$ cat config.mk
export PLATFORM = sky130hd
export DESIGN_NAME = sarac_top
export DESIGN_NICKNAME = d
export VERILOG_FILES = /design/src/sarac_pkg.sv /design/src/sarac_top.sv /design/src/sarac_step_div.sv
export SDC_FILE = /design/constraint.sdc
export NUM_CORES = 1
export LEC_CHECK = 0
export BUFFER_PORTS_ARGS = -buffer_cell sky130_fd_sc_hd__buf_2
export CAP_MARGIN = 10
export CORE_MARGIN = 8
export CORE_UTILIZATION = 40
export DETAILED_ROUTE_END_ITERATION = 16
export GPL_ROUTABILITY_DRIVEN = 0
export PLACE_DENSITY = 0.64
export REMOVE_ABC_BUFFERS = 1
export SETUP_SLACK_MARGIN = 0.3
export SLEW_MARGIN = 40
export SYNTH_ARGS = -nofsm -noshare
export SYNTH_HDL_FRONTEND = slang
export SYNTH_SLANG_ARGS = --single-unit
$ cat constraint.sdc
create_clock -name CLK -period 3.1 [get_ports CLK]
set_clock_uncertainty 0.05 [all_clocks]
set_input_delay 0.155 -clock CLK [delete_from_list [all_inputs] [get_ports CLK]]
set_output_delay 0.155 -clock CLK [all_outputs]
set_load 0.01 [all_outputs]
$ cat src/sarac_pkg.sv
// Package of constants for the successive-approximation converter control block
package sarac_pkg;
	// ----------------------------------------
	// Register addresses
	// ----------------------------------------
	localparam logic [15:0] RESULT_ADDR_LO = 16'hff18; // Result, low byte
	localparam logic [15:0] MODE_ADDR      = 16'hff80; // Mode register
	localparam logic [15:0] CHAN_ADDR      = 16'hff81; // Channel select
	// ----------------------------------------
	// Mode register fields
	// ----------------------------------------
	localparam int          ENABLE_BIT   = 7;     // Conversion enable
	localparam int          TRIG_SRC_BIT = 6;     // 1 = external trigger
	localparam int          TIME_HI      = 5;     // Conversion time field top
	localparam int          TIME_LO      = 3;     // Conversion time field bottom
	localparam int          EDGE_HI      = 2;     // Edge field top
	localparam int          EDGE_LO      = 1;     // Edge field bottom
	localparam logic [7:0]  MODE_RESET   = 8'h00; // Mode reset value
	localparam logic [7:0]  MODE_WMASK   = 8'hfe; // Bit 0 fixed zero
	localparam logic [2:0]  CHAN_RESET   = 3'h0;  // Channel reset value
	// ----------------------------------------
	// Resolution and result layout
	// ----------------------------------------
	localparam int          RES_BITS     = 10;    // Converter resolution
	localparam int          PAD_BITS     = 6;     // Zero bits below result
	localparam int          CHANNELS     = 8;     // Analog channels
	// ----------------------------------------
	// Conversion times in system clock periods
	// ----------------------------------------
	localparam logic [7:0]  TIME_144 = 8'h90;     // Code 000
	localparam logic [7:0]  TIME_120 = 8'h78;     // Code 001
	localparam logic [7:0]  TIME_96  = 8'h60;     // Code 010
	localparam logic [7:0]  TIME_72  = 8'h48;     // Code 100
	localparam logic [7:0]  TIME_60  = 8'h3c;     // Code 101
	localparam logic [7:0]  TIME_48  = 8'h30;     // Code 110
	localparam logic [7:0]  STEP_DIV = 8'h0c;     // Clock periods split into 12 steps
endpackage

$ cat src/sarac_top.sv
// Control, timing and result logic of the eight-channel converter
`timescale 1ns/1ps
module sarac_top (
	// Clock and reset
	input  wire logic        CLK,
	input  wire logic        RST,
	// Processor register port
	input  wire logic [15:0] ADDR,        // Byte address
	input  wire logic        WR_BYTE,     // Byte write strobe
	input  wire logic        WR_BIT,      // Single-bit write strobe
	input  wire logic [2:0]  BIT_SEL,     // Bit number for bit write
	input  wire logic [7:0]  WDATA,       // Write data, bit 0 for bit write
	input  wire logic        RD,          // Read strobe
	output logic      [15:0] RDATA,       // Read data
	// Analog front end
	input  wire logic        COMP_IN,     // Comparator: input at or above tap
	output logic      [2:0]  CHAN_SEL,    // Channel to the multiplexer
	output logic      [9:0]  TAP_CODE,    // Trial code to the ladder
	output logic             SAMPLE,      // Sample and hold in sample phase
	// Trigger and events
	input  wire logic        EXT_CONV_TRIGGER, // External trigger pin
	output logic             CONV_DONE_IRQ     // Completion pulse
);
	typedef enum {ST_IDLE, ST_WAIT_TRIG, ST_SAMPLE, ST_CONVERT} sarac_state_t;

	// ----------------------------------------
	// Registers
	// ----------------------------------------
	logic [7:0]  conv_mode_reg;    // Mode register
	logic [2:0]  chan_select_reg;  // Channel select register
	logic [9:0]  approx_register;  // Approximation register
	logic [9:0]  conv_result_reg;  // Result, upper ten bits
	logic [3:0]  bit_idx_reg;      // Bit under trial
	sarac_state_t state_reg;       // Sequencer state
	logic [2:0]  trig_sync_reg;    // Trigger synchroniser and history
	logic        done_reg;         // Completion pulse
	logic [15:0] rdata_reg;        // Read data

	// Decoded control
	logic        conv_enable_bit;
	logic        trigger_source_bit;
	logic [2:0]  conv_time_sel;
	logic [1:0]  trig_edge_sel;
	logic        mode_wr, chan_wr, reg_wr;
	logic [7:0]  mode_next;
	logic [7:0]  step_period;
	logic        step;
	logic        rise, fall, trig_hit;

	assign conv_enable_bit    = conv_mode_reg[sarac_pkg::ENABLE_BIT];
	assign trigger_source_bit = conv_mode_reg[sarac_pkg::TRIG_SRC_BIT];
	assign conv_time_sel      = conv_mode_reg[sarac_pkg::TIME_HI:sarac_pkg::TIME_LO];
	assign trig_edge_sel      = conv_mode_reg[sarac_pkg::EDGE_HI:sarac_pkg::EDGE_LO];

	// ----------------------------------------
	// Register writes
	// ----------------------------------------
	assign mode_wr = (WR_BYTE || WR_BIT) && (ADDR == sarac_pkg::MODE_ADDR);
	assign chan_wr = WR_BYTE && (ADDR == sarac_pkg::CHAN_ADDR);
	assign reg_wr  = mode_wr || chan_wr;

	// Bit write changes one bit, byte write all; bit 0 forced zero
	always_comb begin
		mode_next = conv_mode_reg;
		if (WR_BYTE) begin
			mode_next = WDATA;
		end else if (WR_BIT) begin
			mode_next[BIT_SEL] = WDATA[0];
		end
		mode_next = mode_next & sarac_pkg::MODE_WMASK;
	end

	// Mode register
	always_ff @(posedge CLK or posedge RST) begin
		if (RST) begin
			conv_mode_reg <= sarac_pkg::MODE_RESET;
		end else if (mode_wr) begin
			conv_mode_reg <= mode_next;
		end
	end

	// Channel register
	always_ff @(posedge CLK or posedge RST) begin
		if (RST) begin
			chan_select_reg <= sarac_pkg::CHAN_RESET;
		end else if (chan_wr) begin
			chan_select_reg <= WDATA[2:0];
		end
	end

	// ----------------------------------------
	// Conversion timing
	// ----------------------------------------
	// Twelve steps per conversion: two sampling, ten bit trials.
	// Prohibited codes fall back to the slowest time, the safe choice.
	always_comb begin
		case (conv_time_sel)
			3'h0:    step_period = sarac_pkg::TIME_144 / sarac_pkg::STEP_DIV;
			3'h1:    step_period = sarac_pkg::TIME_120 / sarac_pkg::STEP_DIV;
			3'h2:    step_period = sarac_pkg::TIME_96  / sarac_pkg::STEP_DIV;
			3'h4:    step_period = sarac_pkg::TIME_72  / sarac_pkg::STEP_DIV;
			3'h5:    step_period = sarac_pkg::TIME_60  / sarac_pkg::STEP_DIV;
			3'h6:    step_period = sarac_pkg::TIME_48  / sarac_pkg::STEP_DIV;
			default: step_period = sarac_pkg::TIME_144 / sarac_pkg::STEP_DIV;
		endcase
	end

	sarac_step_div #(.W(8)) u_div (
		.clk    (CLK),
		.rst    (RST),
		.clear  (reg_wr || state_reg == ST_IDLE || state_reg == ST_WAIT_TRIG),
		.period (step_period),
		.step   (step)
	);

	// ----------------------------------------
	// External trigger
	// ----------------------------------------
	// Two flops then one of history; edges judged on the synced pair only
	always_ff @(posedge CLK or posedge RST) begin
		if (RST) begin
			trig_sync_reg <= 3'h0;
		end else begin
			trig_sync_reg <= {trig_sync_reg[1:0], EXT_CONV_TRIGGER};
		end
	end

	assign rise     = trig_sync_reg[1] && !trig_sync_reg[2];
	assign fall     = !trig_sync_reg[1] && trig_sync_reg[2];
	assign trig_hit = (trig_edge_sel[1] && rise) || (trig_edge_sel[0] && fall);

	// ----------------------------------------
	// Sequencer
	// ----------------------------------------
	always_ff @(posedge CLK or posedge RST) begin
		if (RST) begin
			state_reg   <= ST_IDLE;
			bit_idx_reg <= 4'h0;
		end else if (reg_wr) begin
			// Abort; new settings take effect next cycle
			state_reg   <= ST_IDLE;
			bit_idx_reg <= 4'h0;
		end else begin
			case (state_reg)
				ST_IDLE: begin
					if (conv_enable_bit) begin
						state_reg <= trigger_source_bit ? ST_WAIT_TRIG : ST_SAMPLE;
					end
				end
				ST_WAIT_TRIG: begin
					if (!conv_enable_bit) begin
						state_reg <= ST_IDLE;
					end else if (trig_hit) begin
						state_reg   <= ST_SAMPLE;
						bit_idx_reg <= 4'h0;
					end
				end
				ST_SAMPLE: begin
					if (step) begin
						if (bit_idx_reg == 4'h1) begin
							state_reg   <= ST_CONVERT;
							bit_idx_reg <= 4'(sarac_pkg::RES_BITS - 1);
						end else begin
							bit_idx_reg <= bit_idx_reg + 4'h1;
						end
					end
				end
				ST_CONVERT: begin
					if (step && bit_idx_reg == 4'h0) begin
						// Restart at once in software mode, else wait
						state_reg <= trigger_source_bit ? ST_WAIT_TRIG : ST_SAMPLE;
					end else if (step) begin
						bit_idx_reg <= bit_idx_reg - 4'h1;
					end
				end
				default: state_reg <= ST_IDLE;
			endcase
		end
	end

	// ----------------------------------------
	// Approximation register
	// ----------------------------------------
	// Trial bit set at slice start, kept or dropped at slice end
	always_ff @(posedge CLK or posedge RST) begin
		if (RST) begin
			approx_register <= 10'h000;
		end else if (state_reg == ST_SAMPLE && step && bit_idx_reg == 4'h1) begin
			approx_register <= 10'h200;
		end else if (state_reg == ST_CONVERT && step) begin
			approx_register[bit_idx_reg] <= COMP_IN;
			if (bit_idx_reg != 4'h0) begin
				approx_register[bit_idx_reg - 4'h1] <= 1'b1;
			end
		end
	end

	// ----------------------------------------
	// Result and completion
	// ----------------------------------------
	// No reset: contents are undefined until the first conversion
	always_ff @(posedge CLK) begin
		if (state_reg == ST_CONVERT && step && bit_idx_reg == 4'h0 && !reg_wr) begin
			conv_result_reg <= {approx_register[9:1], COMP_IN};
		end
	end

	always_ff @(posedge CLK or posedge RST) begin
		if (RST) begin
			done_reg <= 1'b0;
		end else begin
			done_reg <= state_reg == ST_CONVERT && step && bit_idx_reg == 4'h0 && !reg_wr;
		end
	end
	assign CONV_DONE_IRQ = done_reg;

	// ----------------------------------------
	// Read port
	// ----------------------------------------
	always_ff @(posedge CLK or posedge RST) begin
		if (RST) begin
			rdata_reg <= 16'h0000;
		end else if (RD) begin
			if (ADDR == sarac_pkg::RESULT_ADDR_LO) begin
				rdata_reg <= {conv_result_reg, {sarac_pkg::PAD_BITS{1'b0}}};
			end else if (ADDR == sarac_pkg::MODE_ADDR) begin
				rdata_reg <= {8'h00, conv_mode_reg};
			end else if (ADDR == sarac_pkg::CHAN_ADDR) begin
				rdata_reg <= {13'h0000, chan_select_reg};
			end else begin
				rdata_reg <= 16'h0000;
			end
		end
	end
	assign RDATA = rdata_reg;

	// Analog front end drive
	assign CHAN_SEL = chan_select_reg;
	assign TAP_CODE = approx_register;
	assign SAMPLE   = state_reg == ST_SAMPLE;
endmodule // sarac_top

$ cat src/sarac_step_div.sv
// Divider giving one step enable per conversion-time slice
`timescale 1ns/1ps
module sarac_step_div #(
	parameter int W = 8
) (
	// Clock and reset
	input  wire logic         clk,
	input  wire logic         rst,
	// Control
	input  wire logic         clear,   // Restart the slice count
	input  wire logic [W-1:0] period,  // Cycles per step
	// Output
	output logic              step     // One-cycle pulse
);
	// Elaboration check: a narrow count cannot hold the slowest slice
	if (W < 4) begin : g_width_check
		$error("sarac_step_div: width too small");
	end

	logic [W-1:0] cnt_reg; // Cycles elapsed in this slice

	// ----------------------------------------
	// Slice counter
	// ----------------------------------------
	always_ff @(posedge clk or posedge rst) begin
		if (rst) begin
			cnt_reg <= '0;
		end else if (clear || step) begin
			cnt_reg <= '0;
		end else begin
			cnt_reg <= cnt_reg + 1'b1;
		end
	end

	// Pulse on the last cycle of a slice
	assign step = !clear && (cnt_reg == period - 1'b1);
endmodule // sarac_step_div

Word-level counts from Yosys, hierarchy flattened
Cells that the tools add are included.
Word-level totals
  input bits: 34
  flip-flop bits (word level): 94
  output and inout port bits: 31
  logic and storage cells: 117
Operators by class
  $lt $le $gt $ge: 6
  bitwise operators: 1
  reductions and logical operators: 36
  equal/unequal tests: 25
  mux-type cells: 35
  add/subtract/negate cells: 4
Operator list (number)
  32-bit two-way mux: 7
  32-bit one-hot mux with 4 select lines: 1
  32-bit by 2-bit equality test with 1-bit output (second input constant): 3
  32-bit by 3-bit equality test with 1-bit output (second input constant): 2
  32-bit zero test: 2
  16-bit equality test (second input constant): 3
  32-bit by 1-bit equality test with 1-bit output (second input constant): 1
  8-bit two-way mux: 4
  10-bit two-way mux: 3
  4-bit two-way mux: 7
  3-bit inequality test (second input constant): 8
  4-bit one-hot mux with 5 select lines: 1
  1-bit logical AND: 16
  16-bit two-way mux: 1
  4-bit one-hot mux with 3 select lines: 1
  10-bit bitwise mux: 1
  4-bit by 5-bit less-than comparator with 1-bit output (second input constant): 2
  10-bit OR: 1
  3-bit equality test (second input constant): 3
  8-bit by 1-bit adder with 8-bit output (second input constant): 1
  8-bit bitwise mux: 1
  1-bit demux with 4-bit select: 2
  8-bit equality test: 1
  4-bit by 1-bit greater-or-equal comparator with 1-bit output (second input constant): 2
  other kinds (21): 33

Depth between registers and ports, before layout
  word-level depth: 11
  gate-level depth with buffers: 11
  gate-level depth less buffers: 9

By module
A second synthesis with hierarchy kept.
Unflattened totals
  cells, all modules: 409
  area, all modules: 3798.6 µm²
Modules (own cells, without submodules)
  sarac_top: area each 3151.8 µm², times used 1, cells an instance 341, sequential area each 1451.4 µm²
  sarac_step_div: area each 646.9 µm², times used 1, cells an instance 68, sequential area each 200.2 µm²

Worst setup path before layout
Ideal clock, no wire load.
  path kind: register to register
  start point: register conv_mode_reg[3]
  end point: register conv_result_reg[0] (enable)
  setup time: 0.416 ns
  data arrival time: 2.773 ns
  required time: 2.634 ns
  period minus slack after synthesis: 3.239 ns
  path slack: -0.139 ns
  cell stages (with the launch flop): 9
  buffers on the path: 1
  cell sequence: dfrtp_1 -> buf_2 -> xor2_1 -> nand2b_1 -> ha_1 -> xnor2_1 -> nor2_1 -> nand3_1 -> nor4b_1
On the way
  cells in the longest elaborated chain, start to end: 8
  elaborated cells between the ends (all ways): 12
  classes of those cells: add/sub: 1; eq/ne: 6; mux: 1; reduce/logical: 4
RTL lines
  from (decl): line sarac_top.sv:29  | logic [7:0] conv_mode_reg;
  from (signal assigned): line sarac_top.sv:76  | conv_mode_reg <= sarac_pkg::MODE_RESET;
  from (signal assigned): line sarac_top.sv:78  | conv_mode_reg <= mode_next;
  3-bit equality test (tied with other cells): line sarac_top.sv:97  | case (conv_time_sel)
  4-bit one-hot mux with 5 select lines (*): line sarac_top.sv:97
  4-bit by 1-bit subtractor with 5-bit output (*): line sarac_step_div.sv:36  | assign step = !clear && (cnt_reg == period - 1'b1);
  8-bit equality test (*): line sarac_step_div.sv:36
  1-bit logical AND (*): line sarac_step_div.sv:36
  1-bit logical AND (*) (3 in a row): line sarac_top.sv:203  | if (state_reg == ST_CONVERT && step && bit_idx_reg == 4'h0 && !reg_wr) begin
  to (signal assigned): line sarac_top.sv:204  | conv_result_reg <= {approx_register[9:1], COMP_IN};
  to (decl): line sarac_top.sv:32  | logic [9:0] conv_result_reg;
Every way passes the cells marked *; elsewhere a longest branch is shown, timed or not.
A chain may end at the register's enable or synchronous reset.

Worst setup path after layout
  start point: register conv_mode_reg[3]
  end point: register state_reg[0]
On the way
  cells in the longest elaborated chain, start to end: 8
  elaborated cells between the ends (all ways): 13
  classes of those cells: add/sub: 1; eq/ne: 8; mux: 1; reduce/logical: 3
RTL lines
  3-bit equality test (tied with other cells): line sarac_top.sv:97
  4-bit one-hot mux with 5 select lines (*): line sarac_top.sv:97
  4-bit by 1-bit subtractor with 5-bit output (*): line sarac_step_div.sv:36
  8-bit equality test (*): line sarac_step_div.sv:36
  1-bit logical AND (*): line sarac_step_div.sv:36
  1-bit logical AND: line sarac_top.sv:169  | if (step && bit_idx_reg == 4'h0) begin
  3-bit inequality test (no source line)
  5-bit AND reduction (no source line) (*)
  to (signal assigned): line sarac_top.sv:147  | state_reg <= trigger_source_bit ? ST_WAIT_TRIG : ST_SAMPLE;
  to (signal assigned): line sarac_top.sv:171  | state_reg <= trigger_source_bit ? ST_WAIT_TRIG : ST_SAMPLE;
  to (decl): line sarac_top.sv:34  | sarac_state_t state_reg;
Marked as above.

==> flow_summary.toml <==
[clock_tree]
cts_inserted_buffers = 9
clk_pin_slew_ns = 0.07
h-tree-depth = 3
cts_max_path_buffers = 2
cts_tree = "yes"
root_buffer = "clkbuf_8"
clock_latency_ns = 0.33
cts.sinks = 64

[logic_synthesis]
yosys.area.top_type = "dfrtp_1"
postSynthAreaPerCell_um2 = 9.17
synth_cell_type_count = 61
synth-main-ff-cell = "dfrtp_1"
yosysSeqAreaShare = 0.455
yosysMostFrequentCell = "dfrtp_1"
ys_ff_latch = 64
synth_top_area_frac = 0.372
yosysWarnings = 0
yosys-top-cells-count = "54 x dfrtp_1, 31 x nand2_1, 30 x inv_1, 30 x o21ai_0, 29 x nor2_1"
synth_area_leaders = "dfrtp_1 37%, edfxtp_1 8.3%, o21ai_0 4.1%"
syn_area_um2 = 3630
synth_edf_count = 10
synthCells = 396
synth-async-reset-ratio = 0.844

[sta]
fmax_mhz = 376
post-route-min-period_ns = 2.66
finalSetupViolCount = 0
final_hold_viol_count = 0
setup_slack_ns = 0.443
rsz0062_at_grt = "no"
worst_pin_slew_ns = 0.645
finalCritPeriodShare = 0.857
whs_ns = 0.0282
slew-limit-headroom = 0.570
drv_slew = 0

[floorplan]
core_um2 = 8760
die-area_um2 = 12400
start_util = 0.414
io_pins = 65
die_h_um = 111
fp.dieW_um = 111
fp-row-count = 34

[cells_and_area]
area_growth_syn_to_layout_pct = 18.9
antenna_cells = 0
nets = 507
fin_cells = 576
finalCoreUtilization = 0.493
drive_gt1_frac = 0.259
largest_register_ffs = 16

[worst_hold_path]
hp-class = "input pin to flip-flop"

[routing]
wl_per_cell_um = 15.9
drtIter0Drc = 330
via_per_inst = 5.49
ant_nets = 0
wirelength_mm = 9.15
firstDrtPassIters = 4
drc = 0
via_count = 3160

[worst_setup_path]
cp.required_ns = 3.29
end_kind = "flip-flop"
worstSetupStartpointType = "flip-flop"
path_class = "flip-flop to flip-flop"
arrival_ns = 2.85
path_max_fanout = 7

[power_and_ir_drop]
vdd.ir_drop.worst_uv = 233
power.density_nw_per_um2 = 590
cellLeakagePower_nw = 1.88

[job]
cap_violations = 0

[global_routing]
overflow = 0
grt_util_all_layers = 0.150
grt_first_pass_wirelength_mm = 15.5
grt_pass1_vias = 3151
grt_max_degree = 36
antenna_found_initial = 0

[placed_design]
hpwl_mm = 6.72
dpl.cell_count = 557
detailedPlace.worstSlack_ns = 0.387
port-buffer-count = 64

[run_status]
status = "finished clean"
==> per-layer routing <==
metal	wire length, µm	up-vias	global-route usage
met5	0	-	0
li1	-	1551	-
met3	540	7	0.0395
met1	4280	1524	0.198
met2	4230	78	0.228
met4	91	0	0.0587
==> final timing paths <==
path / cells past startpoint / endpoint / slack [ns] / startpoint
max: 10 / state_reg[0]$_DFFE_PP0P_ / 0.44 / conv_mode_reg[3]$_DFFE_PP0P_
max reg2reg: 10 / state_reg[0]$_DFFE_PP0P_ / 0.44 / conv_mode_reg[3]$_DFFE_PP0P_
min: 2 / CHAN_SEL[1]$_DFFE_PP0P_ / 0.03 / WDATA[1]
min reg2reg: 0 / trig_sync_reg[1]$_DFF_PP0_ / 0.30 / trig_sync_reg[0]$_DFF_PP0_
max in group asynchronous: 4 / conv_mode_reg[3]$_DFFE_PP0P_ / 1.88 / RST
min in group asynchronous: 3 / RDATA[8]$_DFFE_PP0P_ / 0.39 / RST
==> critical path, stage by stage (launching register included) <==
cell	delay, ns
dfrtp_2	0.46
xor2_1	0.16
nand2b_1	0.08
ha_1	0.29
xnor2_1	0.13
nor2_1	0.17
nand3_2	0.14
buf_4	0.20
or4_4	0.44
o2bb2ai_2	0.17
a221oi_2	0.29
==> cells in the final DEF, fill, tap and decap left out, types with 4 or more instances in the layout <==
master	instances
buf_2	64
dfrtp_1	51
nand2_1	31
o21ai_0	30
inv_1	29
nor2_1	29
nand3_1	27
a21oi_1	23
nor2b_1	12
ha_1	10
edfxtp_1	10
clkbuf_8	9
buf_4	9
nand4_1	7
xnor2_1	7
a31oi_1	7
nor3_1	7
a22oi_1	7
mux2_2	7
and3_1	6
o21a_1	5
or3_1	4
a211oi_1	4
xor2_1	4
==> stage by stage <==
step           TNS [ns]  area [µm²]  power [mW]
6_report              0        4320        2.55
3_3_place_gp          0        4070        1.82
4_1_cts               0        4280        2.54
5_1_grt               0        4320        2.73
2_1_floorplan     -1.06        3550        1.58
3_5_place_dp          0        4070        1.83
==> kinds of logic after synthesis <==
family,after synthesis,synth area share
compound gates,99,0.175
xor+xnor,11,0.0265
mux,8,0.0245
buf+inv,49,0.0537
flops,64,0.455
fa+ha+maj,10,0.0344
simple gates,155,0.231
==> where the power goes <==
part           internal [mW]  switching [mW]
Clock                  0.363           0.325
Combinational          0.325           0.531
Sequential             0.909          0.0983
Total                   1.60           0.954
==> area by class of cell <==
| cell class | count | area [µm²] |
|---|---|---|
| multi-input cells | 283 | 1820 |
| clock inverters | 7 | 62.6 |
| inverters | 30 | 114 |
| flip-flops and latches | 64 | 1660 |
| clock buffers | 9 | 124 |
| fillers | 837 | 4440 |
| repair buffers | 75 | 408 |
| well taps | 108 | 135 |
==> what timing repair did <==
action,in CTS,in global routing
gates resized for setup,0,7
setup buffers,0,1
setup endpoints to repair,0,14
hold buffers,2,0
hold endpoints to repair,35,0
(Power assumes the default switching activity.)
